## config.mk

```make
export PLATFORM = sky130hd
export DESIGN_NAME = sixbit_lcd_port
export DESIGN_NICKNAME = d
export VERILOG_FILES = /design/src/rtl/sixbit_port_pkg.sv /design/src/rtl/pin_input_sync.sv /design/src/rtl/sixbit_lcd_port.sv
export SDC_FILE = /design/constraint.sdc
export NUM_CORES = 1
export LEC_CHECK = 0
export ABC_AREA = 0
export BUFFER_PORTS_ARGS = -buffer_cell sky130_fd_sc_hd__buf_2
export CORE_ASPECT_RATIO = 1.75
export CORE_MARGIN = 2
export CORE_UTILIZATION = 44
export CTS_BUF_LIST = sky130_fd_sc_hd__clkbuf_2 sky130_fd_sc_hd__clkbuf_4 sky130_fd_sc_hd__clkbuf_8
export CTS_CLUSTER_DIAMETER = 120
export DETAILED_ROUTE_END_ITERATION = 10
export PLACE_DENSITY = 0.75
export SLEW_MARGIN = 20
export SYNTH_ARGS = -nofsm -noshare
export SYNTH_HDL_FRONTEND = slang
export SYNTH_SLANG_ARGS = --single-unit
```

## constraint.sdc

```tcl
create_clock -name aclk -period 1.7 [get_ports aclk]
set_input_delay 0.085 -clock aclk [delete_from_list [all_inputs] [get_ports aclk]]
set_output_delay 0.085 -clock aclk [all_outputs]
set_load 0.02 [all_outputs]
```

## src/rtl/sixbit_port_pkg.sv

```systemverilog
package sixbit_port_pkg;

  localparam int          PIN_COUNT       = 6;
  localparam int          SYNC_STAGES     = 3;
  localparam int          SE_LOW_PIN_LSB  = 4;

  localparam logic [31:0] OFF_VALUE       = 32'h0000_0000;
  localparam logic [31:0] OFF_DIRECTION   = 32'h0000_0004;
  localparam logic [31:0] OFF_SE_32_39    = 32'h0000_0008;
  localparam logic [31:0] OFF_SE_40_41    = 32'h0000_000C;
  localparam logic [31:0] OFF_LATCH       = 32'h0000_0010;

  localparam logic [5:0]  DIR_RESET       = 6'h3F;
  localparam logic [5:0]  LATCH_RESET     = 6'h00;
  localparam logic [7:0]  SE_32_39_RESET  = 8'h00;
  localparam logic [1:0]  SE_40_41_RESET  = 2'h0;

  localparam logic [1:0]  RESP_OKAY       = 2'h0;
  localparam logic [1:0]  RESP_DECERR     = 2'h3;

  typedef enum logic [2:0] {
    SEL_VALUE,
    SEL_DIRECTION,
    SEL_SE_32_39,
    SEL_SE_40_41,
    SEL_LATCH,
    SEL_NONE
  } reg_sel_t;

  function automatic reg_sel_t reg_sel(input logic [31:0] addr);
    reg_sel_t sel;
    case ({addr[31:2], 2'h0})
      OFF_VALUE:     sel = SEL_VALUE;
      OFF_DIRECTION: sel = SEL_DIRECTION;
      OFF_SE_32_39:  sel = SEL_SE_32_39;
      OFF_SE_40_41:  sel = SEL_SE_40_41;
      OFF_LATCH:     sel = SEL_LATCH;
      default:       sel = SEL_NONE;
    endcase
    return sel;
  endfunction

endpackage

```

## src/rtl/pin_input_sync.sv

```systemverilog
`timescale 1ns/1ps
`default_nettype none

module pin_input_sync #(
  parameter int WIDTH = 6
) (
  input  wire logic             aclk,
  input  wire logic             aresetn,
  input  wire logic [WIDTH-1:0] raw_in,
  output logic      [WIDTH-1:0] level_q
);

  logic [WIDTH-1:0] stage1_q;
  logic [WIDTH-1:0] stage2_q;
  logic [WIDTH-1:0] stage3_q;

  always_ff @(posedge aclk) begin
    if (!aresetn) begin
      stage1_q <= '0;
      stage2_q <= '0;
      stage3_q <= '0;
    end else begin
      stage1_q <= raw_in;
      stage2_q <= stage1_q;
      stage3_q <= stage2_q;
    end
  end

  // A bit moves only once two settled stages agree, filtering one-cycle glitches
  always_ff @(posedge aclk) begin
    if (!aresetn) begin
      level_q <= '0;
    end else begin
      for (int i = 0; i < WIDTH; i++) begin
        if (stage2_q[i] == stage3_q[i]) begin
          level_q[i] <= stage3_q[i];
        end
      end
    end
  end

endmodule

`default_nettype wire

```

## src/rtl/sixbit_lcd_port.sv

```systemverilog
// What this block does
// Six port pins, bits 5 to 0, each set to input or output by its own direction bit.
// A direction bit at one makes its pin a tri-stated input, and all six leave every reset at one.
// A direction bit at zero enables the pin's output driver.
// Reading the port value returns each pin's present input level, one for high, zero for low.
// Bits 7 and 6 of the value and direction registers ignore writes and read as zero.
// The output latch is set only at power-on and kept on other resets, as are the segment enables.
// Pins 0 to 5 are shared in order with LCD segments 36 to 41.
// Only bits 1 and 0 of the segment 40 to 41 enable register exist; the rest read as zero.
// An enabled segment takes over its pin, and a value write loads the output latch.
//
// Implementation choices: the AXI4-Lite interface to the registers and the address map.
`timescale 1ns/1ps
`default_nettype none

module sixbit_lcd_port #(
  parameter int PINS = 6
) (
  input  wire logic        aclk,
  input  wire logic        aresetn,
  input  wire logic        warm_reset,
  input  wire logic [31:0] awaddr,
  input  wire logic        awvalid,
  output logic             awready,
  input  wire logic [31:0] wdata,
  input  wire logic [3:0]  wstrb,
  input  wire logic        wvalid,
  output logic             wready,
  output logic      [1:0]  bresp,
  output logic             bvalid,
  input  wire logic        bready,
  input  wire logic [31:0] araddr,
  input  wire logic        arvalid,
  output logic             arready,
  output logic      [31:0] rdata,
  output logic      [1:0]  rresp,
  output logic             rvalid,
  input  wire logic        rready,
  input  wire logic [5:0]  pin_in,
  output logic      [5:0]  pin_out,
  output logic      [5:0]  pin_oe,
  input  wire logic [5:0]  lcd_seg_level,
  output logic      [7:0]  seg_enable_32_39,
  output logic      [1:0]  seg_enable_40_41
);

  logic [31:0]                 awaddr_q;
  logic                        aw_full_q;
  logic                        aw_full_d;
  logic [31:0]                 wdata_q;
  logic                        wstrb0_q;
  logic                        w_full_q;
  logic                        w_full_d;
  logic                        wr_fire;
  logic                        wr_en;
  sixbit_port_pkg::reg_sel_t   wr_sel;
  logic                        bvalid_d;
  logic                        ar_fire;
  logic                        rvalid_d;
  sixbit_port_pkg::reg_sel_t   rd_sel;
  logic [31:0]                 rd_word;

  logic [5:0]                  dir_q;
  logic [5:0]                  latch_q;
  logic [7:0]                  se_low_q;
  logic [1:0]                  se_high_q;
  logic [5:0]                  seg_pins;
  logic [5:0]                  pin_sync;

  pin_input_sync #(
    .WIDTH   (PINS)
  ) u_sync (
    .aclk    (aclk),
    .aresetn (aresetn),
    .raw_in  (pin_in),
    .level_q (pin_sync)
  );

  // Write channel: address and data are taken independently, in either order
  assign wr_fire  = aw_full_q && w_full_q && !bvalid;
  assign wr_sel   = sixbit_port_pkg::reg_sel(awaddr_q);
  assign wr_en    = wr_fire && wstrb0_q;

  always_comb begin
    aw_full_d = aw_full_q;
    if (wr_fire) begin
      aw_full_d = 1'b0;
    end
    if (awvalid && awready) begin
      aw_full_d = 1'b1;
    end
  end

  always_comb begin
    w_full_d = w_full_q;
    if (wr_fire) begin
      w_full_d = 1'b0;
    end
    if (wvalid && wready) begin
      w_full_d = 1'b1;
    end
  end

  always_comb begin
    bvalid_d = bvalid;
    if (bvalid && bready) begin
      bvalid_d = 1'b0;
    end
    if (wr_fire) begin
      bvalid_d = 1'b1;
    end
  end

  always_ff @(posedge aclk) begin
    if (!aresetn) begin
      aw_full_q <= 1'b0;
      awready   <= 1'b0;
      awaddr_q  <= 32'h0000_0000;
    end else begin
      aw_full_q <= aw_full_d;
      awready   <= !aw_full_d;
      if (awvalid && awready) begin
        awaddr_q <= awaddr;
      end
    end
  end

  always_ff @(posedge aclk) begin
    if (!aresetn) begin
      w_full_q <= 1'b0;
      wready   <= 1'b0;
      wdata_q  <= 32'h0000_0000;
      wstrb0_q <= 1'b0;
    end else begin
      w_full_q <= w_full_d;
      wready   <= !w_full_d;
      if (wvalid && wready) begin
        wdata_q  <= wdata;
        wstrb0_q <= wstrb[0];
      end
    end
  end

  always_ff @(posedge aclk) begin
    if (!aresetn) begin
      bvalid <= 1'b0;
      bresp  <= sixbit_port_pkg::RESP_OKAY;
    end else begin
      bvalid <= bvalid_d;
      if (wr_fire) begin
        bresp <= (wr_sel == sixbit_port_pkg::SEL_NONE) ? sixbit_port_pkg::RESP_DECERR
                                                      : sixbit_port_pkg::RESP_OKAY;
      end
    end
  end

  // Direction: every reset, warm or power-on, returns all pins without an enabled segment to inputs
  always_ff @(posedge aclk) begin
    if (!aresetn || warm_reset) begin
      dir_q <= sixbit_port_pkg::DIR_RESET;
    end else if (wr_en && wr_sel == sixbit_port_pkg::SEL_DIRECTION) begin
      dir_q <= wdata_q[5:0];
    end
  end

  // Latch and segment enables ignore the warm reset so latch levels and segment-driven pins survive it
  always_ff @(posedge aclk) begin
    if (!aresetn) begin
      latch_q <= sixbit_port_pkg::LATCH_RESET;
    end else if (wr_en && wr_sel == sixbit_port_pkg::SEL_VALUE) begin
      latch_q <= wdata_q[5:0];
    end
  end

  always_ff @(posedge aclk) begin
    if (!aresetn) begin
      se_low_q  <= sixbit_port_pkg::SE_32_39_RESET;
      se_high_q <= sixbit_port_pkg::SE_40_41_RESET;
    end else begin
      if (wr_en && wr_sel == sixbit_port_pkg::SEL_SE_32_39) begin
        se_low_q <= wdata_q[7:0];
      end
      if (wr_en && wr_sel == sixbit_port_pkg::SEL_SE_40_41) begin
        se_high_q <= wdata_q[1:0];
      end
    end
  end

  // Segments 36..39 sit in the upper half of the low enable register
  assign seg_pins = {se_high_q, se_low_q[7:sixbit_port_pkg::SE_LOW_PIN_LSB]};

  // Pin drivers are registered so no enable glitch reaches the pads
  always_ff @(posedge aclk) begin
    if (!aresetn) begin
      pin_oe  <= 6'h00;
      pin_out <= 6'h00;
    end else begin
      pin_oe  <= seg_pins | ~dir_q;
      pin_out <= (seg_pins & lcd_seg_level) | (~seg_pins & latch_q);
    end
  end

  always_ff @(posedge aclk) begin
    if (!aresetn) begin
      seg_enable_32_39 <= sixbit_port_pkg::SE_32_39_RESET;
      seg_enable_40_41 <= sixbit_port_pkg::SE_40_41_RESET;
    end else begin
      seg_enable_32_39 <= se_low_q;
      seg_enable_40_41 <= se_high_q;
    end
  end

  // Read channel: one read at a time, answered one cycle after the address
  assign ar_fire = arvalid && arready;
  assign rd_sel  = sixbit_port_pkg::reg_sel(araddr);

  always_comb begin
    rd_word = 32'h0000_0000;
    case (rd_sel)
      sixbit_port_pkg::SEL_VALUE:     rd_word[5:0] = pin_sync;
      sixbit_port_pkg::SEL_DIRECTION: rd_word[5:0] = dir_q;
      sixbit_port_pkg::SEL_SE_32_39:  rd_word[7:0] = se_low_q;
      sixbit_port_pkg::SEL_SE_40_41:  rd_word[1:0] = se_high_q;
      sixbit_port_pkg::SEL_LATCH:     rd_word[5:0] = latch_q;
      default:                        rd_word = 32'h0000_0000;
    endcase
  end

  always_comb begin
    rvalid_d = rvalid;
    if (rvalid && rready) begin
      rvalid_d = 1'b0;
    end
    if (ar_fire) begin
      rvalid_d = 1'b1;
    end
  end

  always_ff @(posedge aclk) begin
    if (!aresetn) begin
      rvalid  <= 1'b0;
      arready <= 1'b0;
      rdata   <= 32'h0000_0000;
      rresp   <= sixbit_port_pkg::RESP_OKAY;
    end else begin
      rvalid  <= rvalid_d;
      arready <= !rvalid_d;
      if (ar_fire) begin
        rdata <= rd_word;
        rresp <= (rd_sel == sixbit_port_pkg::SEL_NONE) ? sixbit_port_pkg::RESP_DECERR
                                                      : sixbit_port_pkg::RESP_OKAY;
      end
    end
  end
endmodule

`default_nettype wire

```

# Word level (Yosys, flattened, before mapping)
# Index checks and enable logic that the tools add are counted.
[totals]
inputBits = 120
register_bits = 128
out_inout_bits = 63
[op_classes]
n_eq_ne = 23
mux = 15
bitwise_logic = 6
reduce_logical = 23
[op_table]
columns = ["op", "count"]
rows = [
  ["$eq 30x2->1 const B", 4],
  ["$eq 30x1->1 const B", 2],
  ["$eq 30x3->1 const B", 2],
  ["$logic_not 30->1", 2],
  ["$pmux 3 s5", 2],
  ["$pmux 4 s4", 1],
  ["$and 6x6->6", 2],
  ["$eq 3x2->1 const B", 4],
  ["$logic_and 1x1->1", 12],
  ["$not 6->6", 2],
  ["$or 6x6->6", 2],
  ["$pmux 2 s5", 1],
  ["$eq 3x3->1 const B", 3],
  ["$mux 1", 8],
  ["$eq 1x1->1", 6],
  ["$eq 3x1->1 const B", 2],
  ["$logic_not 3->1", 2],
  ["$mux 2", 3],
  ["$logic_not 1->1", 5],
  ["$reduce_bool 2->1", 1],
  ["$logic_or 1x1->1", 1],
]

# Longest topological paths before layout
[depth]
word_depth = 5
depth_mapped = 5
ltp_nobuf = 4

# Hierarchy
# A second synthesis with hierarchy kept.
[unflattened]
hier_cells = 543
hier_area_um2 = 5048.6
[by_module_without_submodules]
columns = ["mod", "n_inst", "seq_area_each_um2", "area_per_inst_um2", "cells_each"]
rows = [
  ["sixbit_lcd_port", 1, 2001.9, 4337.9, 481],
  ["pin_input_sync", 1, 480.5, 710.7, 62],
]

# Worst setup path after synthesis
# No wires, ideal clock.
[synth_path]
path_type = "reg2reg"
from = "reg awaddr_q[13]"
to = "reg se_low_q[0]"
required_time_ns = 1.628
period_less_slack_ns = 1.765
arrival_time_ns = 1.694
path_stages_with_launch = 5
setup_slack_ns = -0.065
path_cell_list = "dfxtp_1 > nor4_4 > nand4_4 > nor4_4 > mux2i_1"
[synth_between]
elab_chain_cells = 4
elab_cells_between_ends = 8
classes_between = "eq/ne (5); mux (1); reduce/logical (2)"
[synth_lines]
columns = ["element", "line", "text"]
rows = [
  ["from (decl)", "sixbit_lcd_port.sv:47", "logic [31:0] awaddr_q;"],
  ["from (signal assigned)", "sixbit_lcd_port.sv:123", "awaddr_q <= awaddr;"],
  ["$eq 30x3->1, or another cell as far along", "sixbit_port_pkg.sv:32", "case ({addr[31:2], 2'h0})"],
  ["$pmux 3 s5 (*)", "sixbit_port_pkg.sv:32", ""],
  ["$eq 3x2->1 (*)", "sixbit_lcd_port.sv:180", "if (wr_en && wr_sel == sixbit_port_pkg::SEL_SE_32_39) begin"],
  ["$logic_and 1x1->1 (*)", "sixbit_lcd_port.sv:180", ""],
  ["to (signal assigned)", "sixbit_lcd_port.sv:177", "se_low_q <= sixbit_port_pkg::SE_32_39_RESET;"],
  ["to (signal assigned)", "sixbit_lcd_port.sv:181", "se_low_q <= wdata_q[7:0];"],
  ["to (decl)", "sixbit_lcd_port.sv:65", "logic [7:0] se_low_q;"],
]
# Every way passes the cells marked *; elsewhere a longest branch is shown, timed or not.
# A chain may end at the register's enable or synchronous reset.

# Final worst setup path
[layout_path]
from = "reg awaddr_q[13]"
to = "reg dir_q[1]"
[layout_between]
elab_chain_cells = 4
elab_cells_between_ends = 8
classes_between = "eq/ne (5); mux (1); reduce/logical (2)"
[layout_lines]
columns = ["element", "line", "text"]
rows = [
  ["$eq 30x3->1, or another cell as far along", "sixbit_port_pkg.sv:32", ""],
  ["$pmux 3 s5 (*)", "sixbit_port_pkg.sv:32", ""],
  ["$eq 3x1->1 (*)", "sixbit_lcd_port.sv:161", "end else if (wr_en && wr_sel == sixbit_port_pkg::SEL_DIRECTION) begin"],
  ["$logic_and 1x1->1 (*)", "sixbit_lcd_port.sv:161", ""],
  ["to (signal assigned)", "sixbit_lcd_port.sv:160", "dir_q <= sixbit_port_pkg::DIR_RESET;"],
  ["to (signal assigned)", "sixbit_lcd_port.sv:162", "dir_q <= wdata_q[5:0];"],
  ["to (decl)", "sixbit_lcd_port.sv:63", "logic [5:0] dir_q;"],
]
# Marked as above.

==> run summary <==
Critical-path cell with the highest stage delay: sky130_fd_sc_hd__nor4_4. The capturing point of the worst reg2reg path was dir_q[1]. For the instance area after placement, the log shows 5670 sq um. Ranked by total cell area, the synthesized netlist is headed by sky130_fd_sc_hd__dfxtp_1 (50%), sky130_fd_sc_hd__nand2_1 (9.2%), sky130_fd_sc_hd__a21boi_0 (8.5%), sky130_fd_sc_hd__mux2i_1 (5.3%), sky130_fd_sc_hd__buf_4 (4.0%).

Entering global routing, the biggest net connects 38 pins. After routing the design area is 6680 sq um. The worst register-to-register path has a depth of 5.

The run gives 0 as the remaining antenna violation count. The tools report the final worst setup slack as -0.0666 ns. For the worst setup path, the data required time is 1.97 ns. The switching power as a share of total power came out at 0.240. The height of the chip came out at 144 microns. The most used standard cell by instance count after synthesis is sky130_fd_sc_hd__dfxtp_1. The largest clock skew in the final design is 0.00897 ns. The number of buffers created by CTS was 17; the number of levels in the clock H-tree was 4.

At the end of routability-driven placement, the weighted congestion stood at 0.823. The logs give 2 for the maximum clock path buffer count and 0.196 for the combined global-route utilization of all metal layers. The final reports fail on negative setup slack.

In this run the power density over the cells is 964 nW/um^2. Setup repair after global routing could not meet its margin everywhere. In the final routed layout, each cell accounts on average for 13.6 microns. The min-delay analysis places its worst path in the category in -> reg.

The run gives 51 as the number of cell rows. The cell count after synthesis came out at 526. The cell-internal power was 4.90 mW; the area added between synthesis and finish was 35.4%.

The final period demand of the worst path was 1.77 ns. Counting instances in the post-synthesis netlist gives the leading cell types as sky130_fd_sc_hd__dfxtp_1 (124), sky130_fd_sc_hd__nand2_1 (121), sky130_fd_sc_hd__a21boi_0 (56). For the worst-skew pair, the clock arrives at the later sink with an insertion delay of 0.43 ns. Fraction of registers with async set or reset after synthesis: 0. The die is 84.1 microns wide. Number of port buffers: 127.

The critical path's largest stage delay is 0.37 ns, and the initial core utilization is 0.447. The via count was 4203. TritonCTS built the clock tree.

The tools report the max-slew headroom at the worst pin as 0.605. The tools report the post-route DRC violation count as 0. The logs give 4187 for the number of global-route vias before repair and 0 for the number of slew-limit violations in the final report. For the maximum VDD drop, the log shows 0.733 mV. The tools report the multi-input combinational cell area as 2240 sq um. The area fraction of the dominant cell type after synthesis came out at 0.503. The logs give 857 for the number of standard cells in the layout, taps in and fillers out and 0 for the count of antenna diodes in the layout. The critical path startpoint category is a flop. After clock tree synthesis, the clock-pin slew on the worst setup and hold paths is 0.07 ns. The transition time at the pin with the least slew margin works out to 0.588 ns. Walking the worst path, the cells encountered are nor4_4 > nand4_4 > buf_6 > nor4_1 > o21ai_0.

The starting DRC count in detailed routing was 196. Destination of the worst hold path: wdata_q[5]. The number of failing hold endpoints at the final stage is 0, and the setup slack of the worst register-to-register path is -0.07 ns. The worst setup path category is reg -> reg.

CTS saw 124 sinks. Max-cap violations in this run came to 0. CTS root buffer: sky130_fd_sc_hd__clkbuf_8.

The prevailing post-synth register cell is sky130_fd_sc_hd__dfxtp_1. Summing every instance area after synthesis gives 4930 sq um. During I/O placement, the number of pins put on the boundary was 183. The cell family contributing the most delay on the critical path was simple AND/OR/NAND/NOR gates. The beginning of the worst hold path is aresetn.

After detailed routing, the total wire length is 11.6 mm. STA classifies the critical path endpoint as a flop. The post-synthesis sequential area ratio came out at 0.503. During synthesis, Yosys emitted a total of 0 warnings.

The share of the cycle needed by the critical path after routing was 1.04. The fraction of final layout cells sized beyond drive strength 1 works out to 0.270. Summed over all nets, the switching power comes to 1.54 mW. The initial antenna violation count came out at 0. The number of different library cells in the post-synthesis netlist came out at 36.

Summing all flip-flop and latch instances after layout gives 2490 sq um. The biggest area contributor in the post-synthesis netlist is sky130_fd_sc_hd__dfxtp_1. The number of buffers and inverters on the critical path was 1. The run gives 769 as the cell count after placement.

The average instance in the mapped netlist occupies 9.38 sq um. The worst register-to-register path begins at awaddr_q[13]. The mean number of vias per cell is 4.90, and the sum of overflow across all layers after global routing is 0. Derived from the worst setup path, the maximum achievable clock frequency is 0.566 GHz.

The sum of net half-perimeters after detailed placement was 8.48 mm; the relative contribution of combinational cells to total power was 0.111. The die covers 12100 sq um. The arrival time of the worst setup path is 2.04 ns, and the worst hold path stage count is 2. The logs give 2.83 nW for the leakage power total and 1 for the final-report setup violation count. The tools report the number of inserted filler cells in the final layout as 930. Of all nets on the critical path, the largest fanout is 6. The clock share of power is 0.417, and the first-pass detailed-route iteration total is 4. The flow ran to the end, but the final reports show violations. The synthesized design contains 0 enable-type register cells. The core footprint was 11000 sq um; the number of nets in the final layout was 832. The sequential group share of total power was 0.472; the global-route wire length before repair was 18.8 mm. The synthesized design contains 124 register bits.
==> power groups by stage <==
| stage | Sequential, mW | Combinational, mW | Clock [mW] |
|---|---|---|---|
| after floorplan | 3.11 | 0.418 | 0 |
| after global placement | 3.10 | 0.586 | 0 |
| after detailed placement | 3.10 | 0.597 | 0 |
| after CTS | 3.04 | 0.702 | 2.75 |
| after global routing | 3.05 | 0.783 | 2.89 |
| final | 3.04 | 0.718 | 2.69 |
==> cells by family after synthesis <==
kind of cell / Yosys count / synth area share
buffers and inverters: 69 / 0.0723
muxes: 28 / 0.0619
AOI/OAI and AO/OA: 96 / 0.134
other: 1 / 0.000760
DFF: 124 / 0.503
and+or+nand+nor: 208 / 0.228
==> sequential cells by signal (all words and copies together), names as in the netlist, 6 cells and up <==
register          cells
rdata                 8
u_sync.stage3_q       6
u_sync.stage2_q       6
awaddr_q             30
pin_out               6
dir_q                 6
u_sync.level_q        6
u_sync.stage1_q       6
wdata_q               8
seg_enable_32_39      8
se_low_q              8
latch_q               6
pin_oe                6
==> cell type report <==
class / count / share of cell area
multi-input combinational: 356 / 0.335
tap: 132 / 0.0247
clock buffer: 21 / 0.0423
sequential: 124 / 0.372
timing repair buffer: 196 / 0.196
inverter: 17 / 0.00955
clock inverter: 11 / 0.0212
==> metrics by stage <==
stage	hold WS, ns	TNS (ns)	utilization	power, mW	worst slack, ns
after floorplan	0.212	0	-	3.52	0.00861
after global placement	0.299	-0.135	0.513	3.69	-0.0683
after detailed placement	0.301	-0.241	0.513	3.70	-0.132
after CTS	0.0639	0	0.603	6.49	0.00263
after global routing	0.0704	-0.344	0.605	6.72	-0.0987
final	0.0903	-0.0666	0.605	6.44	-0.0666
==> metal layers <==
layer / GRT usage / part of all wire / up-vias
met5: 0 / 0 / -
met1: 0.185 / 0.36 / 1933
met4: 0.0985 / 0.026 / 0
met3: 0.0599 / 0.054 / 21
met2: 0.377 / 0.56 / 151
li1: - / - / 2098
==> cells in the final DEF (no fill, tap or decap), types with 5 or more instances in the layout <==
cell type	n
sky130_fd_sc_hd__a22oi_1	5
sky130_fd_sc_hd__nor2b_1	10
sky130_fd_sc_hd__buf_2	127
sky130_fd_sc_hd__inv_1	17
sky130_fd_sc_hd__dlygate4sd3_1	54
sky130_fd_sc_hd__o21ai_0	20
sky130_fd_sc_hd__nand4_1	5
sky130_fd_sc_hd__a31oi_1	7
sky130_fd_sc_hd__mux2i_1	26
sky130_fd_sc_hd__and2_1	24
sky130_fd_sc_hd__dfxtp_1	121
sky130_fd_sc_hd__buf_4	12
sky130_fd_sc_hd__conb_1	24
sky130_fd_sc_hd__nor4_4	9
sky130_fd_sc_hd__and3_1	5
sky130_fd_sc_hd__nand2b_1	5
sky130_fd_sc_hd__clkbuf_8	20
sky130_fd_sc_hd__nand2_1	121
sky130_fd_sc_hd__nor4_1	9
sky130_fd_sc_hd__a21boi_0	56
==> how the worst max path moves through the flow <==
| stage | cells past startpoint | slack, ns | startpoint | to |
|---|---|---|---|---|
| 2_1_floorplan | 4 | 0.009 | bvalid | se_low_q[0] |
| 3_3_place_gp | 5 | -0.07 | awaddr_q[13] | se_high_q[0] |
| 6_report | 5 | -0.07 | awaddr_q[13] | dir_q[1] |
| 4_1_cts | 5 | 0.003 | awaddr_q[27] | se_high_q[1] |
| 3_5_place_dp | 5 | -0.13 | awaddr_q[13] | se_high_q[1] |
| 5_1_grt | 5 | -0.1 | awaddr_q[13] | dir_q[1] |
==> timing repair <==
item	in CTS	in global routing
resized for setup	3	4
pin swaps	3	5
endpoints found under the setup margin	3	16
buffers inserted	0	2
hold buffers	54	0
hold endpoints to repair	60	0
Power figures use the tool's default switching activity.
